[config.mk]
export PLATFORM = sky130hd
export DESIGN_NAME = logical_xor_unit
export DESIGN_NICKNAME = d
export VERILOG_FILES = /design/src/logical_xor_pkg.sv /design/src/xor_decode.sv /design/src/logical_xor_unit.sv
export VERILOG_INCLUDE_DIRS = /design/src
export SDC_FILE = /design/constraint.sdc
export NUM_CORES = 1
export LEC_CHECK = 0
export CAP_MARGIN = 20
export CORE_ASPECT_RATIO = 1.1
export CORE_MARGIN = 4
export CORE_UTILIZATION = 64
export CTS_BUF_LIST = sky130_fd_sc_hd__clkbuf_16
export DETAILED_ROUTE_END_ITERATION = 16
export DONT_BUFFER_PORTS = 1
export PLACE_DENSITY = 0.79
export REMOVE_ABC_BUFFERS = 1
export SLEW_MARGIN = 20
export SYNTH_ARGS = -nofsm -noshare
export SYNTH_HDL_FRONTEND = slang
export SYNTH_HIERARCHICAL = 1
export SYNTH_SLANG_ARGS = --single-unit
[constraint.sdc]
create_clock -name clk_i -period 2.2 [get_ports clk_i]
set_input_delay 0.11 -clock clk_i [delete_from_list [all_inputs] [get_ports clk_i]]
set_output_delay 0.11 -clock clk_i [all_outputs]
set_load 0.02 [all_outputs]
[src/logical_xor_unit_map.svh]
`ifndef LOGICAL_XOR_UNIT_MAP_SVH
`define LOGICAL_XOR_UNIT_MAP_SVH

// ****************************************************************
// Instruction fields (bit 0 of the word is the lsb)
// ****************************************************************
`define OPC_HI        31
`define OPC_LO        26
`define SRC_HI        25
`define SRC_LO        21
`define TGT_HI        20
`define TGT_LO        16
`define SEC_HI        15
`define SEC_LO        11
`define XO_HI         10
`define XO_LO         1
`define REC_BIT       0
`define IMM_HI        15
`define IMM_LO        0

`define OPC_EXT       6'h1f
`define OPC_XOR_LOW   6'h1a
`define OPC_XOR_HIGH  6'h1b
`define XO_XOR        10'h13c

// ****************************************************************
// Condition field layout
// ****************************************************************
`define CR_NEG        3
`define CR_POS        2
`define CR_ZERO       1
`define CR_OVF        0

// ****************************************************************
// Register map and reset values
// ****************************************************************
`define OFS_CONTROL   4'h0
`define OFS_COUNT     4'h4
`define OFS_LAST      4'h8
`define CONTROL_RST   1'b1
`define COUNT_RST     16'h0000
`define LAST_RST      32'h00000000

`endif

[src/logical_xor_pkg.sv]
package logic_xor_pkg;

  typedef enum logic [3:0] {
    OP_NONE = 4'b0001,
    OP_REG  = 4'b0010,
    OP_LOW  = 4'b0100,
    OP_HIGH = 4'b1000
  } op_e;

endpackage

[src/xor_decode.sv]
`timescale 1ns/1ps
`include "logical_xor_unit_map.svh"

module xor_decode (
  input  wire logic [31:0]            instr_i,
  output logic_xor_pkg::op_e          op_o,
  output logic                        record_bit_o,
  output logic [4:0]                  target_register_field_o,
  output logic [15:0]                 unsigned_immediate_field_o
);

  logic [5:0] opcode;
  logic [9:0] ext_code;

  always_comb begin
    opcode                     = instr_i[`OPC_HI:`OPC_LO];
    ext_code                   = instr_i[`XO_HI:`XO_LO];
    target_register_field_o    = instr_i[`TGT_HI:`TGT_LO];
    unsigned_immediate_field_o = instr_i[`IMM_HI:`IMM_LO];
    record_bit_o               = 1'b0;
    op_o                       = logic_xor_pkg::OP_NONE;
    case (opcode)
      `OPC_EXT: begin
        if (ext_code == `XO_XOR) begin
          op_o         = logic_xor_pkg::OP_REG;
          record_bit_o = instr_i[`REC_BIT];
        end
      end
      `OPC_XOR_LOW: begin
        op_o = logic_xor_pkg::OP_LOW;
      end
      `OPC_XOR_HIGH: begin
        op_o = logic_xor_pkg::OP_HIGH;
      end
      default: begin
        op_o = logic_xor_pkg::OP_NONE;
      end
    endcase
  end

endmodule

[src/logical_xor_unit.sv]
// Implementation choices: the address map and the Avalon-MM interface to the registers.
`timescale 1ns/1ps
`include "logical_xor_unit_map.svh"

module logical_xor_unit (
  input  wire logic        clk_i,
  input  wire logic        arst_n_i,
  // Issue side
  input  wire logic        issue_valid_i,
  input  wire logic [31:0] instr_i,
  input  wire logic [31:0] source_value_i,
  input  wire logic [31:0] second_value_i,
  input  wire logic        summary_overflow_i,
  // Writeback side
  output logic             result_valid_o,
  output logic [31:0]      result_o,
  output logic [4:0]       target_index_o,
  output logic             cr0_write_o,
  output logic [3:0]       cr0_o,
  output logic             xer_write_o,
  // Avalon-MM slave
  input  wire logic [3:0]  avs_address_i,
  input  wire logic        avs_read_i,
  input  wire logic        avs_write_i,
  input  wire logic [31:0] avs_writedata_i,
  input  wire logic [3:0]  avs_byteenable_i,
  output logic [31:0]      avs_readdata_o,
  output logic             avs_waitrequest_o
);

  // ****************************************************************
  // Decode
  // ****************************************************************
  logic_xor_pkg::op_e op;
  logic               record_bit;
  logic [4:0]         target_register_field;
  logic [15:0]        unsigned_immediate_field;

  xor_decode u_decode (
    .instr_i                    (instr_i),
    .op_o                       (op),
    .record_bit_o               (record_bit),
    .target_register_field_o    (target_register_field),
    .unsigned_immediate_field_o (unsigned_immediate_field)
  );

  // ****************************************************************
  // Execute
  // ****************************************************************
  logic        unit_enable;
  logic        issue_fire;
  logic [31:0] operand_b;
  logic [31:0] xor_value;
  logic [3:0]  flags;

  logic        next_result_valid;
  logic [31:0] next_result;
  logic [4:0]  next_target_index;
  logic        next_cr0_write;
  logic [3:0]  next_cr0;

  always_comb begin
    issue_fire = issue_valid_i && unit_enable && (op != logic_xor_pkg::OP_NONE);
    case (op)
      logic_xor_pkg::OP_REG:  operand_b = second_value_i;
      logic_xor_pkg::OP_LOW:  operand_b = {16'h0000, unsigned_immediate_field};
      logic_xor_pkg::OP_HIGH: operand_b = {unsigned_immediate_field, 16'h0000};
      default:                operand_b = 32'h00000000;
    endcase
    xor_value                = source_value_i ^ operand_b;
    flags[`CR_NEG]           = xor_value[31];
    flags[`CR_POS]           = !xor_value[31] && (xor_value != 32'h00000000);
    flags[`CR_ZERO]          = (xor_value == 32'h00000000);
    flags[`CR_OVF]           = summary_overflow_i;
    next_result_valid        = issue_fire;
    next_result              = issue_fire ? xor_value : result_o;
    next_target_index        = issue_fire ? target_register_field : target_index_o;
    // Only the record form touches the condition field
    next_cr0_write           = issue_fire && (op == logic_xor_pkg::OP_REG) && record_bit;
    next_cr0                 = next_cr0_write ? flags : cr0_o;
  end

  always_ff @(posedge clk_i or negedge arst_n_i) begin
    if (!arst_n_i) begin
      result_valid_o <= 1'b0;
      result_o       <= 32'h00000000;
      target_index_o <= 5'h00;
      cr0_write_o    <= 1'b0;
      cr0_o          <= 4'h0;
      xer_write_o    <= 1'b0;
    end else begin
      result_valid_o <= next_result_valid;
      result_o       <= next_result;
      target_index_o <= next_target_index;
      cr0_write_o    <= next_cr0_write;
      cr0_o          <= next_cr0;
      xer_write_o    <= 1'b0;
    end
  end

  // ****************************************************************
  // Register bus
  // ****************************************************************
  logic [15:0] done_count;
  logic [31:0] last_result;
  logic        bus_req;
  logic        bus_take;
  logic        next_unit_enable;
  logic [15:0] next_done_count;
  logic [31:0] next_last_result;
  logic        next_waitrequest;
  logic [31:0] next_readdata;

  always_comb begin
    bus_req          = avs_read_i || avs_write_i;
    bus_take         = bus_req && !avs_waitrequest_o;
    next_waitrequest = !(bus_req && avs_waitrequest_o);
    next_unit_enable = unit_enable;
    if (bus_take && avs_write_i && (avs_address_i == `OFS_CONTROL) && avs_byteenable_i[0]) begin
      next_unit_enable = avs_writedata_i[0];
    end
    next_done_count  = result_valid_o ? done_count + 16'h0001 : done_count;
    next_last_result = result_valid_o ? result_o : last_result;
    next_readdata    = avs_readdata_o;
    if (avs_read_i && avs_waitrequest_o) begin
      case (avs_address_i)
        `OFS_CONTROL: next_readdata = {31'h00000000, unit_enable};
        `OFS_COUNT:   next_readdata = {16'h0000, done_count};
        `OFS_LAST:    next_readdata = last_result;
        default:      next_readdata = 32'h00000000;
      endcase
    end
  end

  always_ff @(posedge clk_i or negedge arst_n_i) begin
    if (!arst_n_i) begin
      unit_enable       <= `CONTROL_RST;
      done_count        <= `COUNT_RST;
      last_result       <= `LAST_RST;
      avs_waitrequest_o <= 1'b1;
      avs_readdata_o    <= 32'h00000000;
    end else begin
      unit_enable       <= next_unit_enable;
      done_count        <= next_done_count;
      last_result       <= next_last_result;
      avs_waitrequest_o <= next_waitrequest;
      avs_readdata_o    <= next_readdata;
    end
  end
endmodule

==> impl_metrics.toml, run 1 <==
[outcome]
outcome = "finished with violations"
failed_checks = "negative hold slack"

[clock_network]
cts_hold_buffers = 31
root_buffer = "clkbuf_16"
htree_levels = 4
numCtsBuffers = 17
clk_pin_slew_ns = 0.05
clk_path_buf_depth = 2
clock-sinks = 125
clk_latency_ns = 0.40
cts_tree = "done"

[timing]
finClkSkew_ns = 0.00709
period_share = 0.940
hold_slack_ns = -0.600
worst_pin_slew_ns = 0.955
setup_viol = 0
drv_slew = 0
finalWorstSetupSlack_ns = 0.133
hold_viol = 125
max_freq_mhz = 484
finalSetupTns_ns = 0
period_minus_slack_ns = 2.07
rsz0062_at_grt = "no"
relSlewSlack = 0.362

[synthesis]
synthDominantCellAreaShare = 0.469
synth-seq-cells = 125
netlist_area_um2 = 6570
ys.flop_type = "dfrtp_1"
async_reset_ff_frac = 1.00
synthTopCellsByArea = "dfrtp_1 (47%), mux2_2 (6.9%), xnor2_1 (6.3%), a21oi_1 (4.1%), nand2_1 (3.7%)"
yosys_warnings = 6
synthCells = 647
synth-seq-area-share = 0.477
synth_edf_count = 0
yosys.area.top_type = "dfrtp_1"
ys_types = 57
avgSynthCellArea_um2 = 10.2

[detailed_routing]
ant_nets = 0
drtPass1Iterations = 5
initialDrtViolationCount = 325
wirelength_um = 18000
num_vias = 5171
drc = 0
vias_per_cell = 6.29
wire_per_inst_um = 21.9

[worst_setup_path]
path_cells = "nand4b_4 -> or2_1 -> nor2_2 -> buf_6 -> and2b_4 -> a22oi_2 -> buf_4 -> buf_4 -> o32ai_1 -> o221a_1 -> and3_1 -> a31o_1"
cp_slowest_cell = "a22oi_2"
startpoint_type = "primary input"
slowest_delay_ns = 0.28
worstRegToRegCells = 8
path_delay_family = "simple AND/OR/NAND/NOR gates"
path_buf_inv = 3
cp.depth = 12
required_ns = 2.49
cp_common_cell = "buf_4"
crit_type = "primary input to flop"
cp_max_fo = 11
worstPathArrival_ns = 2.36
end_kind = "flop"

[pwr]
p_per_area_nw_per_um2 = 720
vdd_ir_drop_max_mv = 0.480
p_total_mw = 5.51
leakagePower_nw = 3.27

[floorplan]
initial_utilization = 0.661
coreArea_um2 = 9940
fp.dieW_um = 105
dieArea_um2 = 11900
fp-row-count = 38
ios = 219
die_h_um = 114

[placed_design]
gp_congestion = 1.02
place_inst = 759
place_ws_ns = -0.184
dpl.hpwl_um = 12700
port_buffers = 0
place_area_um2 = 6810

[cells_and_area]
insertedDiodeCount = 0
drive_gt1_frac = 0.208
num-nets-final = 834
final_cell_count_no_fill = 822
fillers = 671
post-route-cell-area_um2 = 7660
final_core_utilization = 0.771
syn_to_final_growth_pct = 16.6

[global_routing]
grt_overflow = 0
grt_max_degree = 126
grt_pass1_vias = 5530
grt_antenna_before_repair = 0
grt_pass1_wl_um = 29000
grt.total_usage = 0.311

[min_path]
hold_path_class = "primary input to asynchronous set/reset pin"

[job]
maxCapViolCount = 0
[cells by family after synthesis]
group / synth area share
AOI/OAI and AO/OA: 0.155
muxes: 0.0686
other: 0.000571
adders and majority gates: 0.00190
and+or+nand+nor: 0.167
buffers and inverters: 0.0552
DFF: 0.477
xor gates and xnor gates: 0.0747
[repair_timing]
item | in CTS | in global routing
setup endpoints to repair | 0 | 2
setup buffers | 0 | 2
gates resized for setup | 0 | 1
endpoints found under the hold margin | 154 | 125
[sequential cells by signal (all words and copies together) (netlist names)]
signal / flops
target_index_o: 5
unit_enable: 1
cr0_o: 4
last_result: 32
avs_waitrequest_o: 1
result_o: 32
result_valid_o: 1
done_count: 16
avs_readdata_o: 32
cr0_write_o: 1
[report_power, final]
| group | switching, mW | total, mW | internal (mW) |
|---|---|---|---|
| combinational | 0.170 | 0.355 | 0.185 |
| sequential | 0.280 | 2.71 | 2.43 |
| clock | 0.943 | 2.45 | 1.50 |
[metal layers]
metal  up-vias  routed length (um)  track usage
met5         -                   0            0
met4         0                 764        0.138
met3        60                1700        0.110
met2       242                9150        0.547
met1      2520                6350        0.341
li1       2349                   -            -
[cells in the final DEF, fill, tap and decap left out, drive strengths merged, types with 4 or more instances in the layout]
master / Yosys / routed
nand3b: 30 / 30
nand4: 7 / 7
and3: 6 / 6
mux2: 40 / 40
xnor2: 47 / 47
inv: 4 / 8
nor2b: 4 / 4
and2: 6 / 6
dfrtp: 123 / 123
buf: 39 / 54
a211oi: 6 / 6
a22oi: 31 / 31
nor2: 53 / 53
xor2: 9 / 9
a21oi: 54 / 54
clkbuf: 21 / 17
o21ai: 44 / 44
dlygate4sd3: 0 / 31
nand2: 64 / 64
nand3: 8 / 8
nor3: 7 / 7
clkinv: 0 / 7
[Yosys cell counts, drive strengths merged, types with 4 or more instances]
cell type / instances
nor2b: 4
buf: 39
inv: 4
and2: 6
nor2: 53
nand3b: 30
mux2: 40
clkbuf: 21
a21oi: 54
nor3: 7
nand3: 8
o21ai: 44
xnor2: 47
a211oi: 6
nand4: 7
nand2: 64
and3: 6
a22oi: 31
dfrtp: 123
xor2: 9
[final cells by class]
type                       count  area, um2  area share
inverter                       4       15.0     0.00196
timing repair buffer          85        757      0.0989
multi-input combinational    458       3090       0.403
clock inverter                13       88.8      0.0116
clock buffer                  17        425      0.0556
sequential                   125       3130       0.409
tap                          120        150      0.0196
[path summary, 6_finish.rpt]
| path | from | to | slack, ns |
|---|---|---|---|
| hold reg to reg | done_count[4] | done_count[4] | 0.49 |
| setup reg to reg | unit_enable | cr0_o[2] | 0.37 |
| setup / recovery | instr_i[31] | cr0_o[1] | 0.13 |
| hold / removal | arst_n_i | avs_readdata_o[12] | -0.60 |
| min in group clk_i | source_value_i[30] | result_o[30] | 0.03 |
| max in group asynchronous | arst_n_i | unit_enable | 2.60 |
No activity file was read; power rests on OpenSTA's default activity.
==> run 2, diff against run 1 <==
Settings changed: REMOVE_ABC_BUFFERS 1 to default.
==> impl_metrics.toml, run 2 (synthesized netlist as in run 1, its figures left out) <==
[outcome]
outcome = "finished with violations"
failed_checks = "negative hold slack"

[floorplan]
die_h_um = 114
fp-row-count = 38
initial_utilization = 0.661
dieArea_um2 = 11900
fp.dieW_um = 105
coreArea_um2 = 9940
ios = 219

[timing]
finalWorstSetupSlack_ns = 0.152
relSlewSlack = 0.650
drv_slew = 0
finClkSkew_ns = 0.00898
finalSetupTns_ns = 0
rsz0062_at_grt = "no"
hold_viol = 125
hold_slack_ns = -0.605
worst_pin_slew_ns = 0.525
period_share = 0.931
max_freq_mhz = 488
setup_viol = 0
period_minus_slack_ns = 2.05

[cells_and_area]
mostFrequentLayoutCells = "dfrtp_1 (122), nand2_1 (64), a21oi_1 (54)"
post-route-cell-area_um2 = 7730
insertedDiodeCount = 0
final_cell_count_no_fill = 822
num-nets-final = 832
syn_to_final_growth_pct = 17.6
seq_area_um2 = 3130
mostFrequentLayoutCell = "dfrtp_1"
multi_input_area_um2 = 3100
drive_gt1_frac = 0.218
fillers = 659
final_core_utilization = 0.778
reg_top3 = "avs_readdata_o (32), last_result (32), result_o (32)"

[worst_setup_path]
path_cells = "nand4b_4 -> buf_4 -> nor3b_2 -> buf_4 -> or2_1 -> buf_4 -> nor3b_1 -> nand3b_1 -> o31ai_1 -> o221a_1 -> and3_1 -> a31o_1"
cp_slowest_cell = "or2_1"
worstRegToRegCells = 6
end_kind = "flop"
startpoint_type = "primary input"
cp_max_fo = 17
crit_type = "primary input to flop"
required_ns = 2.49
cp_common_cell = "buf_4"
worstPathArrival_ns = 2.34
slowest_delay_ns = 0.27
cp.depth = 12
path_delay_family = "simple AND/OR/NAND/NOR gates"
path_buf_inv = 3

[detailed_routing]
wirelength_um = 17600
ant_nets = 0
initialDrtViolationCount = 350
wire_per_inst_um = 21.4
drc = 0
vias_per_cell = 6.13
drtPass1Iterations = 6
num_vias = 5035

[global_routing]
grt_overflow = 0
grt_pass1_vias = 5257
grt_antenna_before_repair = 0
grt_pass1_wl_um = 28300
grt.total_usage = 0.304
grt_max_degree = 126

[job]
maxCapViolCount = 0

[clock_network]
clk_latency_ns = 0.40
cts_hold_buffers = 28
clock-sinks = 125
clk_path_buf_depth = 2
numCtsBuffers = 17
htree_levels = 4
root_buffer = "clkbuf_16"
clk_pin_slew_ns = 0.06
cts_tree = "done"
cts_setup_buffers = 0

[placed_design]
gp_congestion = 0.907
place_ws_ns = -0.336
place_inst = 762
place_area_um2 = 6830
port_buffers = 0
dpl.hpwl_um = 12400

[pwr]
leakagePower_nw = 3.27
p_per_area_nw_per_um2 = 759
p_total_mw = 5.86
vdd_ir_drop_max_mv = 0.443

[synthesis]
syn-num-nets = 790

[min_path]
hold_path_class = "primary input to asynchronous set/reset pin"
[run 2: power by group]
group	internal, mW	switching [mW]
sequential	2.43	0.295
combinational	0.186	0.167
clock	1.77	1.01
[run 2: final cells by class]
class | count | share of cell area
clock inverter | 15 | 0.0220
inverter | 4 | 0.00194
clock buffer | 17 | 0.0551
multi-input combinational | 458 | 0.402
timing repair buffer | 83 | 0.0946
tap | 120 | 0.0194
sequential | 125 | 0.405
[run 2: worst reg2reg max path, delay by kind of cell, from the launching register on]
| kind | cells | cell delay [ns] |
|---|---|---|
| flops | 1 | 0.42 |
| simple gates | 5 | 1.15 |
| xor+xnor | 1 | 0.15 |
[run 2: path summary, 6_finish.rpt]
| kind | from | end | slack, ns |
|---|---|---|---|
| min reg2reg | done_count[15] | done_count[15] | 0.49 |
| min in group clk_i | source_value_i[11] | result_o[11] | 0.03 |
| max reg2reg | done_count[2] | done_count[13] | 0.36 |
| max in group asynchronous | arst_n_i | unit_enable | 2.59 |
| max | instr_i[31] | cr0_o[1] | 0.15 |
| min | arst_n_i | avs_readdata_o[15] | -0.61 |
[run 2: metal layers]
layer,global-route usage,part of all wire,up-vias
li1,-,-,2349
met1,0.363,0.38,2398
met5,0,0,-
met4,0.133,0.030,0
met3,0.106,0.096,37
met2,0.504,0.49,251
[run 2: what timing repair did]
action | CTS | global route
resized for setup | 0 | 4
setup endpoints to repair | 0 | 2
hold endpoints to repair | 151 | 125
==> run 3, diff against run 2 <==
==> constraint.sdc (replaced) <==
create_clock -name clk_i -period 2.2 [get_ports clk_i]
set_input_delay 0.44 -clock clk_i [delete_from_list [all_inputs] [get_ports clk_i]]
set_output_delay 0.44 -clock clk_i [all_outputs]
set_load 0.02 [all_outputs]
==> impl_metrics.toml, run 3 (synthesized netlist as in run 1, its figures left out) <==
[clock_network]
root_buffer = "clkbuf_16"
cts_tree = "done"
numCtsBuffers = 17
clk_path_buf_depth = 2
htree_levels = 4
clock-sinks = 125
clk_latency_ns = 0.40
clk_pin_slew_ns = 0.05

[detailed_routing]
num_vias = 5023
vias_per_cell = 6.17
drtPass1Iterations = 5
drc = 0
ant_nets = 0
wire_per_inst_um = 21.2
initialDrtViolationCount = 278
wirelength_um = 17200

[floorplan]
ios = 219
die_h_um = 114
initial_utilization = 0.661
fp.dieW_um = 105
dieArea_um2 = 11900
fp-row-count = 38
coreArea_um2 = 9940

[pwr]
p_per_area_nw_per_um2 = 743
p_total_mw = 5.75
leakagePower_nw = 3.30
vdd_ir_drop_max_mv = 0.535

[global_routing]
grt_overflow = 0
grt_pass1_wl_um = 27800
grt_pass1_vias = 5233
grt_antenna_before_repair = 0
grt_max_degree = 126
grt.total_usage = 0.296

[worst_setup_path]
r2r_slack_ns = 0.37
crit_type = "primary input to flop"
r2r_end = "done_count[13]"
worstPathArrival_ns = 2.55
critical_path.startpoint = "instr_i[1]"
end_kind = "flop"
startpoint_type = "primary input"
required_ns = 2.47
cp-endpoint = "cr0_o[2]"
worstRegToRegCells = 6
r2r-start = "done_count[2]"
cp_max_fo = 13

[cells_and_area]
mostFrequentLayoutCell = "dfrtp_1"
insertedDiodeCount = 0
drive_gt1_frac = 0.282
mostFrequentLayoutCells = "dfrtp_1 (122), buf_4 (70), nand2_1 (64)"
syn_to_final_growth_pct = 17.9
num-nets-final = 825
final_core_utilization = 0.779
final_cell_count_no_fill = 814
reg_top3 = "avs_readdata_o (32), last_result (32), result_o (32)"

[timing]
rsz0062_at_grt = "yes"
hold_viol = 125
finalWorstSetupSlack_ns = -0.0767
period_minus_slack_ns = 2.28
max_freq_mhz = 439
hold_slack_ns = -0.270
finClkSkew_ns = 0.00773
drv_slew = 0
period_share = 1.03
setup_viol = 2
worst_pin_slew_ns = 0.863
relSlewSlack = 0.424

[job]
maxCapViolCount = 0

[outcome]
failed_checks = "negative hold slack, negative setup slack"
outcome = "finished with violations"

[placed_design]
place_ws_ns = -0.541
port_buffers = 0
dpl.hpwl_um = 12700
gp_congestion = 0.881
place_inst = 771

[min_path]
hold_path_class = "primary input to asynchronous set/reset pin"

[synthesis]
syn-num-nets = 790
## run 3: cell type report
| type | instances | area, um2 |
|---|---|---|
| clock buffer | 17 | 425 |
| clock inverter | 14 | 155 |
| fill | 631 | 2200 |
| inverter | 4 | 15.0 |
| multi-input combinational | 460 | 3280 |
| sequential | 125 | 3130 |
| tap | 120 | 150 |
| timing repair buffer | 74 | 588 |
## run 3: how the worst min path moves through the flow
stage / from / end / cells after the start
after floorplan: arst_n_i / avs_readdata_o[0] / 0
after global placement: arst_n_i / avs_readdata_o[7] / 0
after detailed placement: arst_n_i / avs_readdata_o[6] / 0
after CTS: arst_n_i / avs_readdata_o[6] / 0
after global routing: arst_n_i / avs_readdata_o[6] / 0
final: arst_n_i / avs_readdata_o[6] / 0
## run 3: routing by layer
metal	share of wire	GRT usage
met5	0	0
met4	0.022	0.0875
met3	0.094	0.0970
met2	0.51	0.512
met1	0.38	0.356
## run 3: where the power goes
group / internal [mW] / switching, mW / leakage [nW] / total [mW]
combinational: 0.159 / 0.155 / 1.30 / 0.315
clock: 1.75 / 0.960 / 0.281 / 2.71
sequential: 2.43 / 0.292 / 1.72 / 2.72
## run 3: per-stage QoR
step	TNS, ns	instance area, um2
after floorplan	-0.459	6630
after global placement	-4.72	6920
after detailed placement	-5.61	6920
after CTS	-0.00299	7670
after global routing	-0.305	7740
final	-0.140	7740
## run 3: critical path: stages
cell and delay [ns]:
and4bb_1 0.26, nand3_2 0.12, nor2_4 0.21, buf_12 0.15, and2b_4 0.23, a22oi_2 0.27, xnor2_1 0.12, o31ai_1 0.25
o221a_1 0.24, and3_1 0.18, a31oi_1 0.08
## run 3: timing repair
action	4_1_cts	5_1_grt
cloned	1	1
hold endpoints to repair	125	125
pin swaps	9	5
endpoints found under the setup margin	2	2
buffers inserted	7	3
gates resized for setup	19	9
